$ cat config.mk
export PLATFORM = sky130hd
export DESIGN_NAME = bus_responder_end_flat
export DESIGN_NICKNAME = d
export VERILOG_FILES = /design/src/hw/txn_pkg.sv /design/src/hw/txn_bus_if.sv /design/src/hw/bus_responder_end.sv /design/src/flat_wrapper.sv
export VERILOG_INCLUDE_DIRS = /design/src /design/src/hw
export SDC_FILE = /design/constraint.sdc
export NUM_CORES = 1
export LEC_CHECK = 0
export CAP_MARGIN = 10
export CORE_ASPECT_RATIO = 1.4
export CORE_UTILIZATION = 50
export DETAILED_ROUTE_END_ITERATION = 8
export DONT_BUFFER_PORTS = 1
export GPL_ROUTABILITY_DRIVEN = 0
export MAX_ROUTING_LAYER = met4
export PLACE_DENSITY = 0.79
export SLEW_MARGIN = 0
export SYNTH_ARGS = -nofsm -noshare
export SYNTH_HDL_FRONTEND = slang
export SYNTH_SLANG_ARGS = --single-unit
$ cat constraint.sdc
create_clock -name clk -period 3.65 [get_ports clk]
set_input_delay 0.73 -clock clk [delete_from_list [all_inputs] [get_ports clk]]
set_output_delay 0.73 -clock clk [all_outputs]
set_load 0.01 [all_outputs]
$ cat src/hw/bt_defines.svh
// Purpose: shared constants of the pipelined bus transaction tracker
// Assumes: one bus clock, synchronous active-high reset
// Notes:   definitions only
`ifndef BT_DEFINES_SVH
`define BT_DEFINES_SVH

// ==========================================================
// queue sizing
`define BT_IOQ_DEPTH     4'h8
`define BT_SHALLOW_DEPTH 4'h1
`define BT_PTR_W         3
`define BT_OWN_LIMIT     4'h4

// ==========================================================
// phase timing, in clocks after the address clock, and data chunk counts
`define BT_ERR_AGE       3'h3
`define BT_SNOOP_AGE     3'h4
`define BT_AGE_MAX       3'h4
`define BT_LINE_CHUNKS   3'h4
`define BT_PART_CHUNKS   3'h1

// ==========================================================
// second request clock layout on the request pins
`define BT_B_BE_LO       3
`define BT_B_BE_HI       10
`define BT_B_DID_LO      11
`define BT_B_DID_HI      18
`define BT_B_PAR         19

`endif

$ cat src/hw/txn_pkg.sv
// Purpose: types and helpers shared by both bus ends
// Assumes: bt_defines.svh on the include path
// Notes:   no state lives here
`include "bt_defines.svh"

package txn_pkg;

  // ==========================================================
  // response outcomes
  typedef enum logic [2:0] {
    RESP_NORMAL_DATA,
    RESP_IMPLICIT_WB,
    RESP_NO_DATA,
    RESP_HARD_FAIL,
    RESP_DEFERRED,
    RESP_RETRY
  } resp_t;

  typedef enum logic [1:0] {
    RS_IDLE,
    RS_READ_DATA,
    RS_WRITE_DATA,
    RS_GAP
  } resp_state_t;

  // ==========================================================
  // one in-order queue entry
  typedef struct packed {
    logic       valid;
    logic [2:0] age;
    logic       write;
    logic       line;
    logic       perr;
    logic       snooped;
    logic       hitm;
    logic       defer;
    logic       mine;
  } ioq_entry_t;

  function automatic logic [3:0] count_ones(input logic [7:0] v);
    logic [3:0] n;
    n = 4'h0;
    for (int k = 0; k < 8; k++) begin
      n = n + {3'h0, v[k]};
    end
    return n;
  endfunction

  function automatic logic [2:0] chunk_count(input logic line);
    return line ? `BT_LINE_CHUNKS : `BT_PART_CHUNKS;
  endfunction

endpackage

$ cat src/hw/txn_bus_if.sv
// Purpose: wires between the requesting and the responding bus end
// Assumes: both ends clocked by the same clk
// Notes:   all signals point one way, no shared drivers
`timescale 1ns/10ps

interface txn_bus_if;
  // ==========================================================
  // requester driven
  logic                 bus_req;
  logic                 address_strobe_n;
  logic [35:3]          req_pins;
  logic [1:0]           req_type;
  logic                 wdata_valid;
  logic [63:0]          wdata;
  // ==========================================================
  // responder driven
  logic                 bus_grant;
  logic                 error_n;
  logic                 snoop_valid;
  logic                 snoop_hit;
  logic                 snoop_hitm;
  logic                 snoop_defer;
  logic                 resp_valid;
  txn_pkg::resp_t       resp_code;
  logic                 target_ready_n;
  logic                 rdata_valid;
  logic [63:0]          rdata;

  modport requester (
    output bus_req, address_strobe_n, req_pins, req_type, wdata_valid, wdata,
    input  bus_grant, error_n, snoop_valid, snoop_hit, snoop_hitm,
    input  snoop_defer, resp_valid, resp_code, target_ready_n,
    input  rdata_valid, rdata
  );
  modport responder (
    input  bus_req, address_strobe_n, req_pins, req_type, wdata_valid, wdata,
    output bus_grant, error_n, snoop_valid, snoop_hit, snoop_hitm,
    output snoop_defer, resp_valid, resp_code, target_ready_n,
    output rdata_valid, rdata
  );
endinterface

$ cat src/hw/bus_responder_end.sv
// Purpose: responding agent end: arbiter, error, snoop, response, data
// Assumes: single clk, sys_rst synchronous active high
// Notes:   answers every transaction without a parity error; one response in flight at a time
`timescale 1ns/10ps
`include "bt_defines.svh"

module bus_responder_end (
  // clock and reset
  input  wire logic        clk,
  input  wire logic        sys_rst,
  // bus side
  txn_bus_if.responder     bus,
  // user controls
  input  wire logic        hold_off,
  input  wire logic        snoop_hit_in,
  input  wire logic        snoop_hitm_in,
  input  wire logic        defer_in,
  input  wire logic        retry_in,
  input  wire logic        fail_in,
  // read data source
  output logic             rd_pull,
  input  wire logic [63:0] rd_src,
  // write data sink
  output logic             wr_valid,
  output logic [63:0]      wr_data,
  output logic [3:0]       outstanding
);

  // ==========================================================
  // declarations
  txn_pkg::ioq_entry_t        in_order_queue [8];
  txn_pkg::ioq_entry_t        head;
  txn_pkg::ioq_entry_t        snp;
  txn_pkg::resp_state_t       state;
  txn_pkg::resp_t             pick;
  txn_pkg::resp_t             held_code;
  logic [7:0]                 valid_vec;
  logic [7:0]                 perr_vec;
  logic [`BT_PTR_W-1:0]       wr_ptr;
  logic [`BT_PTR_W-1:0]       snp_ptr;
  logic [`BT_PTR_W-1:0]       head_ptr;
  logic                       a_par;
  logic                       snoop_go;
  logic                       head_ok;
  logic                       go_read;
  logic                       go_write;
  logic [2:0]                 cnt;

  assign head        = in_order_queue[head_ptr];
  assign snp         = in_order_queue[snp_ptr];
  assign outstanding = txn_pkg::count_ones(valid_vec);

  // ==========================================================
  // arbitration: grant withheld while buffers are short
  always_ff @(posedge clk) begin
    if (sys_rst) begin
      bus.bus_grant <= 1'b0;
    end else begin
      bus.bus_grant <= bus.bus_req && !hold_off;
    end
  end

  // ==========================================================
  // in-order queue, same view as every other agent
  always_ff @(posedge clk) begin
    if (sys_rst) begin
      a_par <= 1'b0;
    end else if (!bus.address_strobe_n) begin
      a_par <= ^bus.req_pins;
    end
  end

  for (genvar i = 0; i < 8; i++) begin : g_ioq
    always_ff @(posedge clk) begin
      if (sys_rst) begin
        in_order_queue[i] <= '0;
      end else if (!bus.address_strobe_n
                   && wr_ptr == `BT_PTR_W'(i)) begin
        in_order_queue[i] <= '{valid: 1'b1, age: 3'h1,
                               write: bus.req_type[1],
                               line: bus.req_type[0],
                               perr: 1'b0, snooped: 1'b0,
                               hitm: 1'b0, defer: 1'b0,
                               mine: 1'b1};
      end else if (in_order_queue[i].valid) begin
        if (in_order_queue[i].age != `BT_AGE_MAX) begin
          in_order_queue[i].age <= in_order_queue[i].age + 3'h1;
        end
        if (in_order_queue[i].age == 3'h1) begin
          in_order_queue[i].perr <= a_par != bus.req_pins[`BT_B_PAR];
        end
        if (in_order_queue[i].age == `BT_ERR_AGE
            && !bus.error_n) begin
          in_order_queue[i].valid <= 1'b0;
        end else if (bus.resp_valid
                     && head_ptr == `BT_PTR_W'(i)) begin
          in_order_queue[i].valid <= 1'b0;
        end
        if (bus.snoop_valid && snp_ptr == `BT_PTR_W'(i)) begin
          in_order_queue[i].snooped <= 1'b1;
          in_order_queue[i].hitm    <= bus.snoop_hitm;
          in_order_queue[i].defer   <= bus.snoop_defer;
        end
      end
    end
    assign valid_vec[i] = in_order_queue[i].valid;
    assign perr_vec[i]  = in_order_queue[i].valid
                          && in_order_queue[i].perr
                          && in_order_queue[i].age == (`BT_ERR_AGE - 3'h1);
  end

  always_ff @(posedge clk) begin
    if (sys_rst) begin
      wr_ptr   <= '0;
      snp_ptr  <= '0;
      head_ptr <= '0;
    end else begin
      if (!bus.address_strobe_n) begin
        wr_ptr <= wr_ptr + 1'b1;
      end
      if (bus.snoop_valid || (!snp.valid && snp_ptr != wr_ptr)) begin
        snp_ptr <= snp_ptr + 1'b1;
      end
      if (bus.resp_valid || (!head.valid && head_ptr != wr_ptr)) begin
        head_ptr <= head_ptr + 1'b1;
      end
    end
  end

  // ==========================================================
  // error and snoop phases
  // snoop held off one clock after each result so a pointer that has
  // not moved yet is never snooped twice
  assign snoop_go = snp.valid && !snp.perr && !bus.snoop_valid
                    && snp.age >= (`BT_SNOOP_AGE - 3'h1);

  always_ff @(posedge clk) begin
    if (sys_rst) begin
      bus.error_n     <= 1'b1;
      bus.snoop_valid <= 1'b0;
      bus.snoop_hit   <= 1'b0;
      bus.snoop_hitm  <= 1'b0;
      bus.snoop_defer <= 1'b0;
    end else begin
      bus.error_n     <= !(|perr_vec);
      bus.snoop_valid <= snoop_go;
      bus.snoop_hit   <= snoop_go && snoop_hit_in;
      bus.snoop_hitm  <= snoop_go && snoop_hitm_in;
      bus.snoop_defer <= snoop_go && defer_in;
    end
  end

  // ==========================================================
  // response and data phases
  always_comb begin
    if (fail_in) begin
      pick = txn_pkg::RESP_HARD_FAIL;
    end else if (retry_in) begin
      pick = txn_pkg::RESP_RETRY;
    end else if (head.defer) begin
      pick = txn_pkg::RESP_DEFERRED;
    end else if (head.hitm) begin
      pick = txn_pkg::RESP_IMPLICIT_WB;
    end else if (head.write) begin
      pick = txn_pkg::RESP_NO_DATA;
    end else begin
      pick = txn_pkg::RESP_NORMAL_DATA;
    end
  end

  assign head_ok  = state == txn_pkg::RS_IDLE && head.valid
                    && head.snooped;
  assign go_write = head_ok && head.write
                    && (pick == txn_pkg::RESP_NO_DATA
                        || pick == txn_pkg::RESP_IMPLICIT_WB);
  assign go_read  = head_ok && !head.write
                    && (pick == txn_pkg::RESP_NORMAL_DATA
                        || pick == txn_pkg::RESP_IMPLICIT_WB);
  assign rd_pull  = go_read || state == txn_pkg::RS_READ_DATA;

  always_ff @(posedge clk) begin
    if (sys_rst) begin
      state              <= txn_pkg::RS_IDLE;
      bus.resp_valid     <= 1'b0;
      bus.resp_code      <= txn_pkg::RESP_NORMAL_DATA;
      bus.target_ready_n <= 1'b1;
      held_code          <= txn_pkg::RESP_NORMAL_DATA;
      cnt                <= 3'h0;
    end else begin
      bus.resp_valid     <= 1'b0;
      bus.target_ready_n <= 1'b1;
      case (state)
        txn_pkg::RS_IDLE: begin
          if (go_write) begin
            bus.target_ready_n <= 1'b0;
            held_code          <= pick;
            cnt                <= txn_pkg::chunk_count(head.line);
            state              <= txn_pkg::RS_WRITE_DATA;
          end else if (head_ok) begin
            bus.resp_valid <= 1'b1;
            bus.resp_code  <= pick;
            cnt <= txn_pkg::chunk_count(head.line) - 3'h1;
            if (go_read && head.line) begin
              state <= txn_pkg::RS_READ_DATA;
            end else begin
              state <= txn_pkg::RS_GAP;
            end
          end
        end
        txn_pkg::RS_READ_DATA: begin
          cnt <= cnt - 3'h1;
          if (cnt == 3'h1) begin
            state <= txn_pkg::RS_IDLE;
          end
        end
        txn_pkg::RS_WRITE_DATA: begin
          if (bus.wdata_valid) begin
            cnt <= cnt - 3'h1;
            if (cnt == 3'h1) begin
              bus.resp_valid <= 1'b1;
              bus.resp_code  <= held_code;
              state          <= txn_pkg::RS_GAP;
            end
          end
        end
        txn_pkg::RS_GAP: begin
          state <= txn_pkg::RS_IDLE;
        end
        default: begin
          state <= txn_pkg::RS_IDLE;
        end
      endcase
    end
  end

  // data registers: read burst out, write chunks to the user
  always_ff @(posedge clk) begin
    if (sys_rst) begin
      bus.rdata_valid <= 1'b0;
      bus.rdata       <= 64'h0000000000000000;
      wr_valid        <= 1'b0;
      wr_data         <= 64'h0000000000000000;
    end else begin
      bus.rdata_valid <= rd_pull;
      if (rd_pull) begin
        bus.rdata <= rd_src;
      end
      wr_valid <= bus.wdata_valid;
      if (bus.wdata_valid) begin
        wr_data <= bus.wdata;
      end
    end
  end

endmodule

$ cat src/flat_wrapper.sv
// flat-port wrapper written by rule: the top's interface ports become plain ports
module bus_responder_end_flat 
  (clk, sys_rst, hold_off, snoop_hit_in, snoop_hitm_in, defer_in, retry_in, fail_in, rd_pull, rd_src, wr_valid, wr_data, outstanding, bus_bus_req, bus_address_strobe_n, bus_req_pins, bus_req_type, bus_wdata_valid, bus_wdata, bus_bus_grant, bus_error_n, bus_snoop_valid, bus_snoop_hit, bus_snoop_hitm, bus_snoop_defer, bus_resp_valid, bus_resp_code, bus_target_ready_n, bus_rdata_valid, bus_rdata);
  txn_bus_if bus_i ();
  input  wire logic clk;
  input  wire logic sys_rst;
  input  wire logic hold_off;
  input  wire logic snoop_hit_in;
  input  wire logic snoop_hitm_in;
  input  wire logic defer_in;
  input  wire logic retry_in;
  input  wire logic fail_in;
  output logic rd_pull;
  input  wire logic [63:0] rd_src;
  output logic wr_valid;
  output logic [63:0] wr_data;
  output logic [3:0] outstanding;
  input wire logic [$bits(bus_i.bus_req)-1:0] bus_bus_req;
  input wire logic [$bits(bus_i.address_strobe_n)-1:0] bus_address_strobe_n;
  input wire logic [$bits(bus_i.req_pins)-1:0] bus_req_pins;
  input wire logic [$bits(bus_i.req_type)-1:0] bus_req_type;
  input wire logic [$bits(bus_i.wdata_valid)-1:0] bus_wdata_valid;
  input wire logic [$bits(bus_i.wdata)-1:0] bus_wdata;
  output wire logic [$bits(bus_i.bus_grant)-1:0] bus_bus_grant;
  output wire logic [$bits(bus_i.error_n)-1:0] bus_error_n;
  output wire logic [$bits(bus_i.snoop_valid)-1:0] bus_snoop_valid;
  output wire logic [$bits(bus_i.snoop_hit)-1:0] bus_snoop_hit;
  output wire logic [$bits(bus_i.snoop_hitm)-1:0] bus_snoop_hitm;
  output wire logic [$bits(bus_i.snoop_defer)-1:0] bus_snoop_defer;
  output wire logic [$bits(bus_i.resp_valid)-1:0] bus_resp_valid;
  output wire logic [$bits(bus_i.resp_code)-1:0] bus_resp_code;
  output wire logic [$bits(bus_i.target_ready_n)-1:0] bus_target_ready_n;
  output wire logic [$bits(bus_i.rdata_valid)-1:0] bus_rdata_valid;
  output wire logic [$bits(bus_i.rdata)-1:0] bus_rdata;
  assign bus_i.bus_req = bus_bus_req;
  assign bus_i.address_strobe_n = bus_address_strobe_n;
  assign bus_i.req_pins = bus_req_pins;
  assign bus_i.req_type = bus_req_type;
  assign bus_i.wdata_valid = bus_wdata_valid;
  assign bus_i.wdata = bus_wdata;
  assign bus_bus_grant = bus_i.bus_grant;
  assign bus_error_n = bus_i.error_n;
  assign bus_snoop_valid = bus_i.snoop_valid;
  assign bus_snoop_hit = bus_i.snoop_hit;
  assign bus_snoop_hitm = bus_i.snoop_hitm;
  assign bus_snoop_defer = bus_i.snoop_defer;
  assign bus_resp_valid = bus_i.resp_valid;
  assign bus_resp_code = bus_i.resp_code;
  assign bus_target_ready_n = bus_i.target_ready_n;
  assign bus_rdata_valid = bus_i.rdata_valid;
  assign bus_rdata = bus_i.rdata;
  bus_responder_end u_core (.clk(clk), .sys_rst(sys_rst), .bus(bus_i), .hold_off(hold_off), .snoop_hit_in(snoop_hit_in), .snoop_hitm_in(snoop_hitm_in), .defer_in(defer_in), .retry_in(retry_in), .fail_in(fail_in), .rd_pull(rd_pull), .rd_src(rd_src), .wr_valid(wr_valid), .wr_data(wr_data), .outstanding(outstanding));
endmodule
# After elaboration in Yosys (flattened, before gate mapping)
# Memories as Yosys holds them, arrays and structs flattened. A register that Yosys moved wholly into a read port is not among the register bits.
# Index checks and enable logic that the tools add are counted.
# totals
n_memories	1
reg_bits	159
output_inout_bits	146
word_cells	597
in_bits	174
ramBits	88
# mem_list
name	depth	word_bits	rd	rd_clocked_by_memory_dff	write_ports	line_no	source
u_core.in_order_queue	8	11	10	2	8	bus_responder_end.sv:31	txn_pkg::ioq_entry_t in_order_queue [8];
# op_classes
reduce_logical	92
mux	330
addsub	20
n_lt_le_gt_ge	1
eq_ne	68
bitwise_logic	65
# ops
cell	count
1-bit 2-to-1 mux	287
11-bit 2-to-1 mux	8
3-bit 2-to-1 mux	24
3-bit by 2-bit == test with 1-bit output (second input constant)	23
1-bit logical AND	64
1-bit OR	64
3-bit by 1-bit == test with 1-bit output (second input constant)	13
3-bit == test (second input constant)	12
3-bit by 1-bit adder with 3-bit output (second input constant)	11
33-bit parity	1
4-bit by 1-bit adder with 4-bit output	6
3-bit inequality test (second input constant)	8
2-bit 2-to-1 mux	7
3-bit logical NOT	4
1-bit logical NOT	9
3-bit one-hot mux with 3 select lines	1
2-bit one-hot mux with 4 select lines	1
8-bit OR reduction	1
2-bit inequality test (second input constant)	3
3-bit inequality test	2
3-bit one-hot mux with 2 select lines	1
3-bit by 1-bit subtractor with 3-bit output (second input constant)	2
1-bit logical OR	5
5-bit AND reduction	1
16 further kinds	18

# Depth between registers and ports, before layout
# depth
ltp_word	13
depth_mapped	12
depth_no_buf	10

# Least setup slack after synthesis
# No wires, ideal clock.
# synth_path
path_type	flip-flop to output port
start	memory u_core.in_order_queue[1][10] (netlist bit)
end	output port outstanding[1]
required_time_ns	2.920
path_slack_ns	0.082
path_buffers	0
stages_incl_launch_ff	10
t_arrival_ns	2.838
path_cell_list	edfxtp_1 ha_1 inv_1 fa_1 fa_1 inv_1 fa_1 inv_1 fa_1 inv_1
# synth_lines
element	line_no	source
start: declaration	bus_responder_end.sv:31	
end: declaration	flat_wrapper.sv:17	output logic [3:0] outstanding;

==> metrics list <==
- Number of cells traversed by the worst register-to-register path: 7
* DRT antenna net count: 0
* First-pass GRT wire length: 40.2 mm
* Critical Path Sink Type: primary output
- In the final layout, the multi-input gates occupy 0.00526 mm^2.
- Post-CTS Repair Setup Buffers: 0
- The synthesized design contains 80 enable-type register cells.
- The floorplan step defined a die boundary enclosing 0.0235 mm^2.
* Final setup violation count: 2
- The tool flagged a number of max-cap violations equal to 0.
* Clock buffer depth: 3
- Port buffering added 0 buffers.
- For this run, the number of Yosys warnings is 0.
* Nets: 1317
- The worst setup path is launched from a register.
- Fraction of layout cells with a size suffix above 1: 0.0700
- For the final database, setup skew stands at 0.0103 ns.
- Timing-limited maximum frequency: 0.258 GHz
- On the worst path, the slowest cell contributes a delay of 0.50 ns.
- The number of clock buffers added by TritonCTS is 25.
- Registers take 0.00571 mm^2.
* Worst-path clk slew: 0.07 ns
* Mean cell area of the mapped netlist: 10.6 um^2
* Clock H-tree levels: 1
- In the synthesized netlist, the number of instances is 1077.
- Floorplan core area: 0.0225 mm^2
- Synth Cell Area: 0.0115 mm^2
* Reg-to-reg slack, setup: 0.79 ns
- Height of the die: 181 um
- In this run the horizontal extent of the chip is 130 um.
* Net count after synthesis: 1325
- Counting I/O delays and the setup requirement, the final critical path takes 3.87 ns.
- CP dominant cell by count: sky130_fd_sc_hd__fa_1
* Sequential share of the synthesized area: 0.498
* Detailed-routing iteration count for the pre-antenna-repair pass: 5
* Iter 0 DRT Violations: 452
* Maximum number of pins on one net before global-route repair: 176
* Area growth from synthesis to final layout: 9.25%
- Clock tree synthesis found a total of 245 sinks.
- Counting flops and latches in the post-synthesis netlist gives 245.
* Number of fillers in the final layout: 1932
- For this configuration, the core starts out at a cell density of 0.508.
- The endpoint identified for the worst register-to-register timing path is u_core.bus.rdata[54].
- Slowest CP cell: sky130_fd_sc_hd__fa_1
- Summing all non-filler instances in the final layout gives an area of 0.0125 mm^2.
- Critical-path maximum fanout: 2
- The number of antenna diodes in the final layout is 0.
* Clock network latency to the later pin of the worst-skew pair: 0.52 ns
- Data arrives at the worst endpoint at 3.14 ns.
* Via density per instance: 5.57
* Library cells used by synthesis: 57
* Tot GR Track Use: 0.234
* Leak pwr: 5.57 nW
- The signal on the critical path passes through ha_1 -> inv_1 -> fa_1 -> fa_1 -> inv_1 -> fa_2 -> inv_2 -> fa_1 -> xnor2_2.
* Tightest Pin Transition: 1.12 ns
- Placed standard-cell area: 0.0117 mm^2
- VDD IR-drop max: 0.395 mV
* Number of global-route vias before repair: 7313
* Setup repair after global routing missed its margin: true
- Final worst path period share: 1.06
- The worst hold path begins at sys_rst.
- Root cell of the clock tree: sky130_fd_sc_hd__clkbuf_16
- The path class of the tightest hold or removal check is input port to register.
- TritonCTS built the clock tree.
* Number of antenna violations at the first check in global routing: 0
- I/O pins: 320
- Data on the critical path is required at its endpoint by 2.92 ns.
* Violated checks: negative setup slack
- Count of final hold-check violations: 0
* Headroom to the max-slew limit: 0.248
- The run finished, with violations left.
- After detailed routing, the average wire length per cell comes to 20.0 um.
* Sum of internal, switching and leakage power: 8.01 mW
- For this run, asynchronously set or reset flops after synthesis account for 0.
- Post-route insts no fill: 1387
- Placed cell count: 1343
- After detailed routing, the total wire length is 27.8 mm.
* Count of cells along the worst hold path: 1
* WHS Endpoint: u_core.head_ptr[0]
- The count of pins over their slew limit is 0.
- At the placement stage, the worst setup path has a slack of 0.0409 ns.
- After routing, the total negative slack on setup checks comes to -0.431 ns.
- Dpl hpwl: 21.0 mm
- Routed via count: 7726
* Floorplan row count: 65
* Combined buffer and inverter count along the critical path: 3
- Family with the most delay on the worst path: adder cells
- After layout, the worst setup slack is -0.219 ns.
- The setup path with the least slack is of type register to primary output.
- Power spread over the standard cell area amounts to 641 mW/mm^2.
* Main flop type after synthesis: sky130_fd_sc_hd__dfxtp_1
* Total global routing overflow: 0
- After detailed routing, the number of remaining DRC violations is 0.
==> state kept, by name, summed over array words and instances (netlist names), 2 cells and up, named ones only <==
signal / flops
u_core.wr_data: 64
u_core.bus.rdata: 64
u_core.wr_ptr: 3
u_core.held_code: 3
u_core.cnt: 3
u_core.bus.resp_code: 3
u_core.head_ptr: 3
u_core.state: 2
u_core.snp_ptr: 3
u_core.in_order_queue: 80
==> cells in the mapped netlist, types with 2 or more instances <==
| cell type | n | area, um^2 |
|---|---|---|
| sky130_fd_sc_hd__edfxtp_1 | 80 | 2400 |
| sky130_fd_sc_hd__dfxtp_1 | 165 | 3300 |
| sky130_fd_sc_hd__a211oi_1 | 6 | 45.0 |
| sky130_fd_sc_hd__mux2i_1 | 139 | 1390 |
| sky130_fd_sc_hd__nand2b_1 | 11 | 68.8 |
| sky130_fd_sc_hd__or2_2 | 2 | 12.5 |
| sky130_fd_sc_hd__buf_2 | 3 | 15.0 |
| sky130_fd_sc_hd__nor2b_1 | 20 | 125 |
| sky130_fd_sc_hd__and2_1 | 31 | 194 |
| sky130_fd_sc_hd__a32o_1 | 2 | 20.0 |
| sky130_fd_sc_hd__a31o_2 | 2 | 17.5 |
| sky130_fd_sc_hd__o22ai_1 | 3 | 18.8 |
| sky130_fd_sc_hd__o21bai_1 | 7 | 52.6 |
| sky130_fd_sc_hd__o21ai_0 | 11 | 55.1 |
| sky130_fd_sc_hd__o21a_1 | 2 | 15.0 |
| sky130_fd_sc_hd__a21oi_1 | 28 | 140 |
| sky130_fd_sc_hd__nand2_1 | 59 | 221 |
| sky130_fd_sc_hd__and3_1 | 12 | 75.1 |
| sky130_fd_sc_hd__a22oi_1 | 5 | 37.5 |
| sky130_fd_sc_hd__xnor2_1 | 35 | 307 |
| sky130_fd_sc_hd__buf_6 | 8 | 90.1 |
| sky130_fd_sc_hd__ha_1 | 70 | 876 |
| sky130_fd_sc_hd__inv_1 | 72 | 270 |
| sky130_fd_sc_hd__a211o_1 | 3 | 26.3 |
| sky130_fd_sc_hd__buf_1 | 8 | 30.0 |
| sky130_fd_sc_hd__nand3_1 | 22 | 110 |
| sky130_fd_sc_hd__a31oi_1 | 2 | 12.5 |
| sky130_fd_sc_hd__a21o_1 | 2 | 15.0 |
| sky130_fd_sc_hd__and4_1 | 4 | 35.0 |
| sky130_fd_sc_hd__nor3_1 | 17 | 85.1 |
| sky130_fd_sc_hd__xor2_1 | 5 | 43.8 |
| sky130_fd_sc_hd__fa_1 | 4 | 80.1 |
| sky130_fd_sc_hd__a22o_1 | 2 | 17.5 |
| sky130_fd_sc_hd__clkbuf_1 | 23 | 86.3 |
| sky130_fd_sc_hd__mux4_2 | 12 | 270 |
| sky130_fd_sc_hd__nor3b_1 | 2 | 15.0 |
| sky130_fd_sc_hd__nor2_1 | 177 | 664 |
| sky130_fd_sc_hd__nand4_1 | 2 | 12.5 |
==> worst max-delay path by stage <==
stage / startpoint / endpoint / slack (ns) / cells past startpoint
after CTS: u_core.in_order_queue[0][10] / outstanding[2] / -0.26 / 9
after global routing: u_core.in_order_queue[0][10] / outstanding[2] / -0.34 / 9
after global placement: u_core.in_order_queue[1][10] / outstanding[1] / 0.06 / 9
after floorplan: u_core.in_order_queue[1][10] / outstanding[1] / 0.08 / 9
after detailed placement: u_core.in_order_queue[1][10] / outstanding[1] / 0.04 / 9
final: u_core.in_order_queue[0][10] / outstanding[2] / -0.22 / 9
==> layout make-up <==
type / instances / area share
Clock buffer: 31 / 0.0561
Sequential cell: 245 / 0.456
Tap cell: 301 / 0.0301
Multi-Input combinational cell: 717 / 0.421
Inverter: 73 / 0.0219
Clock inverter: 13 / 0.0100
Timing Repair Buffer: 7 / 0.00520
==> power by group <==
part / switching (mW) / leakage, nW / internal [mW]
Sequential: 0.451 / 2.19 / 3.15
Clock: 1.10 / 0.406 / 1.46
Combinational: 0.978 / 2.98 / 0.878
Total: 2.53 / 5.57 / 5.49
==> cell families after synthesis <==
kind of cell | after synthesis | share of synthesized area
and+or+nand+nor | 363 | 0.144
xor gates and xnor gates | 41 | 0.0326
muxes | 153 | 0.148
buffers and inverters | 115 | 0.0433
DFF | 245 | 0.498
adders and majority gates | 74 | 0.0835
AOI/OAI and AO/OA | 86 | 0.0507
==> metal layers <==
| metal | wire length [um] | track usage | vias to the layer above |
|---|---|---|---|
| met5 | 0 | - | - |
| met4 | 1110 | 0.0958 | 0 |
| met3 | 3100 | 0.0829 | 84 |
| met2 | 13800 | 0.402 | 347 |
| met1 | 9720 | 0.237 | 3647 |
| li1 | - | - | 3648 |
==> through the flow <==
step,util,hold WS [ns]
final,0.555,0.280
after global routing,0.555,0.271
after CTS,0.555,0.272
after detailed placement,0.518,0.470
after global placement,0.518,0.468
after floorplan,-,0.458
==> placed cells by master, fill, tap and decap left out, types with 5 or more instances in the layout <==
| cell | synthesis | final |
|---|---|---|
| sky130_fd_sc_hd__ha_1 | 70 | 70 |
| sky130_fd_sc_hd__and3_1 | 12 | 12 |
| sky130_fd_sc_hd__mux4_2 | 12 | 12 |
| sky130_fd_sc_hd__a22oi_1 | 5 | 5 |
| sky130_fd_sc_hd__nor3_1 | 17 | 17 |
| sky130_fd_sc_hd__nor2_1 | 177 | 177 |
| sky130_fd_sc_hd__nand3_1 | 22 | 22 |
| sky130_fd_sc_hd__mux2i_1 | 139 | 139 |
| sky130_fd_sc_hd__xnor2_1 | 35 | 34 |
| sky130_fd_sc_hd__and2_1 | 31 | 31 |
| sky130_fd_sc_hd__nand2_1 | 59 | 59 |
| sky130_fd_sc_hd__xor2_1 | 5 | 5 |
| sky130_fd_sc_hd__a21oi_1 | 28 | 28 |
| sky130_fd_sc_hd__nor2b_1 | 20 | 20 |
| sky130_fd_sc_hd__o21bai_1 | 7 | 7 |
| sky130_fd_sc_hd__dfxtp_1 | 165 | 164 |
| sky130_fd_sc_hd__inv_1 | 72 | 70 |
| sky130_fd_sc_hd__nand2b_1 | 11 | 11 |
| sky130_fd_sc_hd__buf_4 | 0 | 6 |
| sky130_fd_sc_hd__inv_6 | 0 | 5 |
| sky130_fd_sc_hd__a211oi_1 | 6 | 6 |
| sky130_fd_sc_hd__edfxtp_1 | 80 | 80 |
| sky130_fd_sc_hd__o21ai_0 | 11 | 11 |
| sky130_fd_sc_hd__clkbuf_16 | 0 | 27 |
==> repair_timing <==
action	in CTS	in global routing
hold buffers	0	0
gates resized for setup	4	1
setup endpoints to repair	4	3
pin swaps	6	0
(Power assumes the default switching activity.)
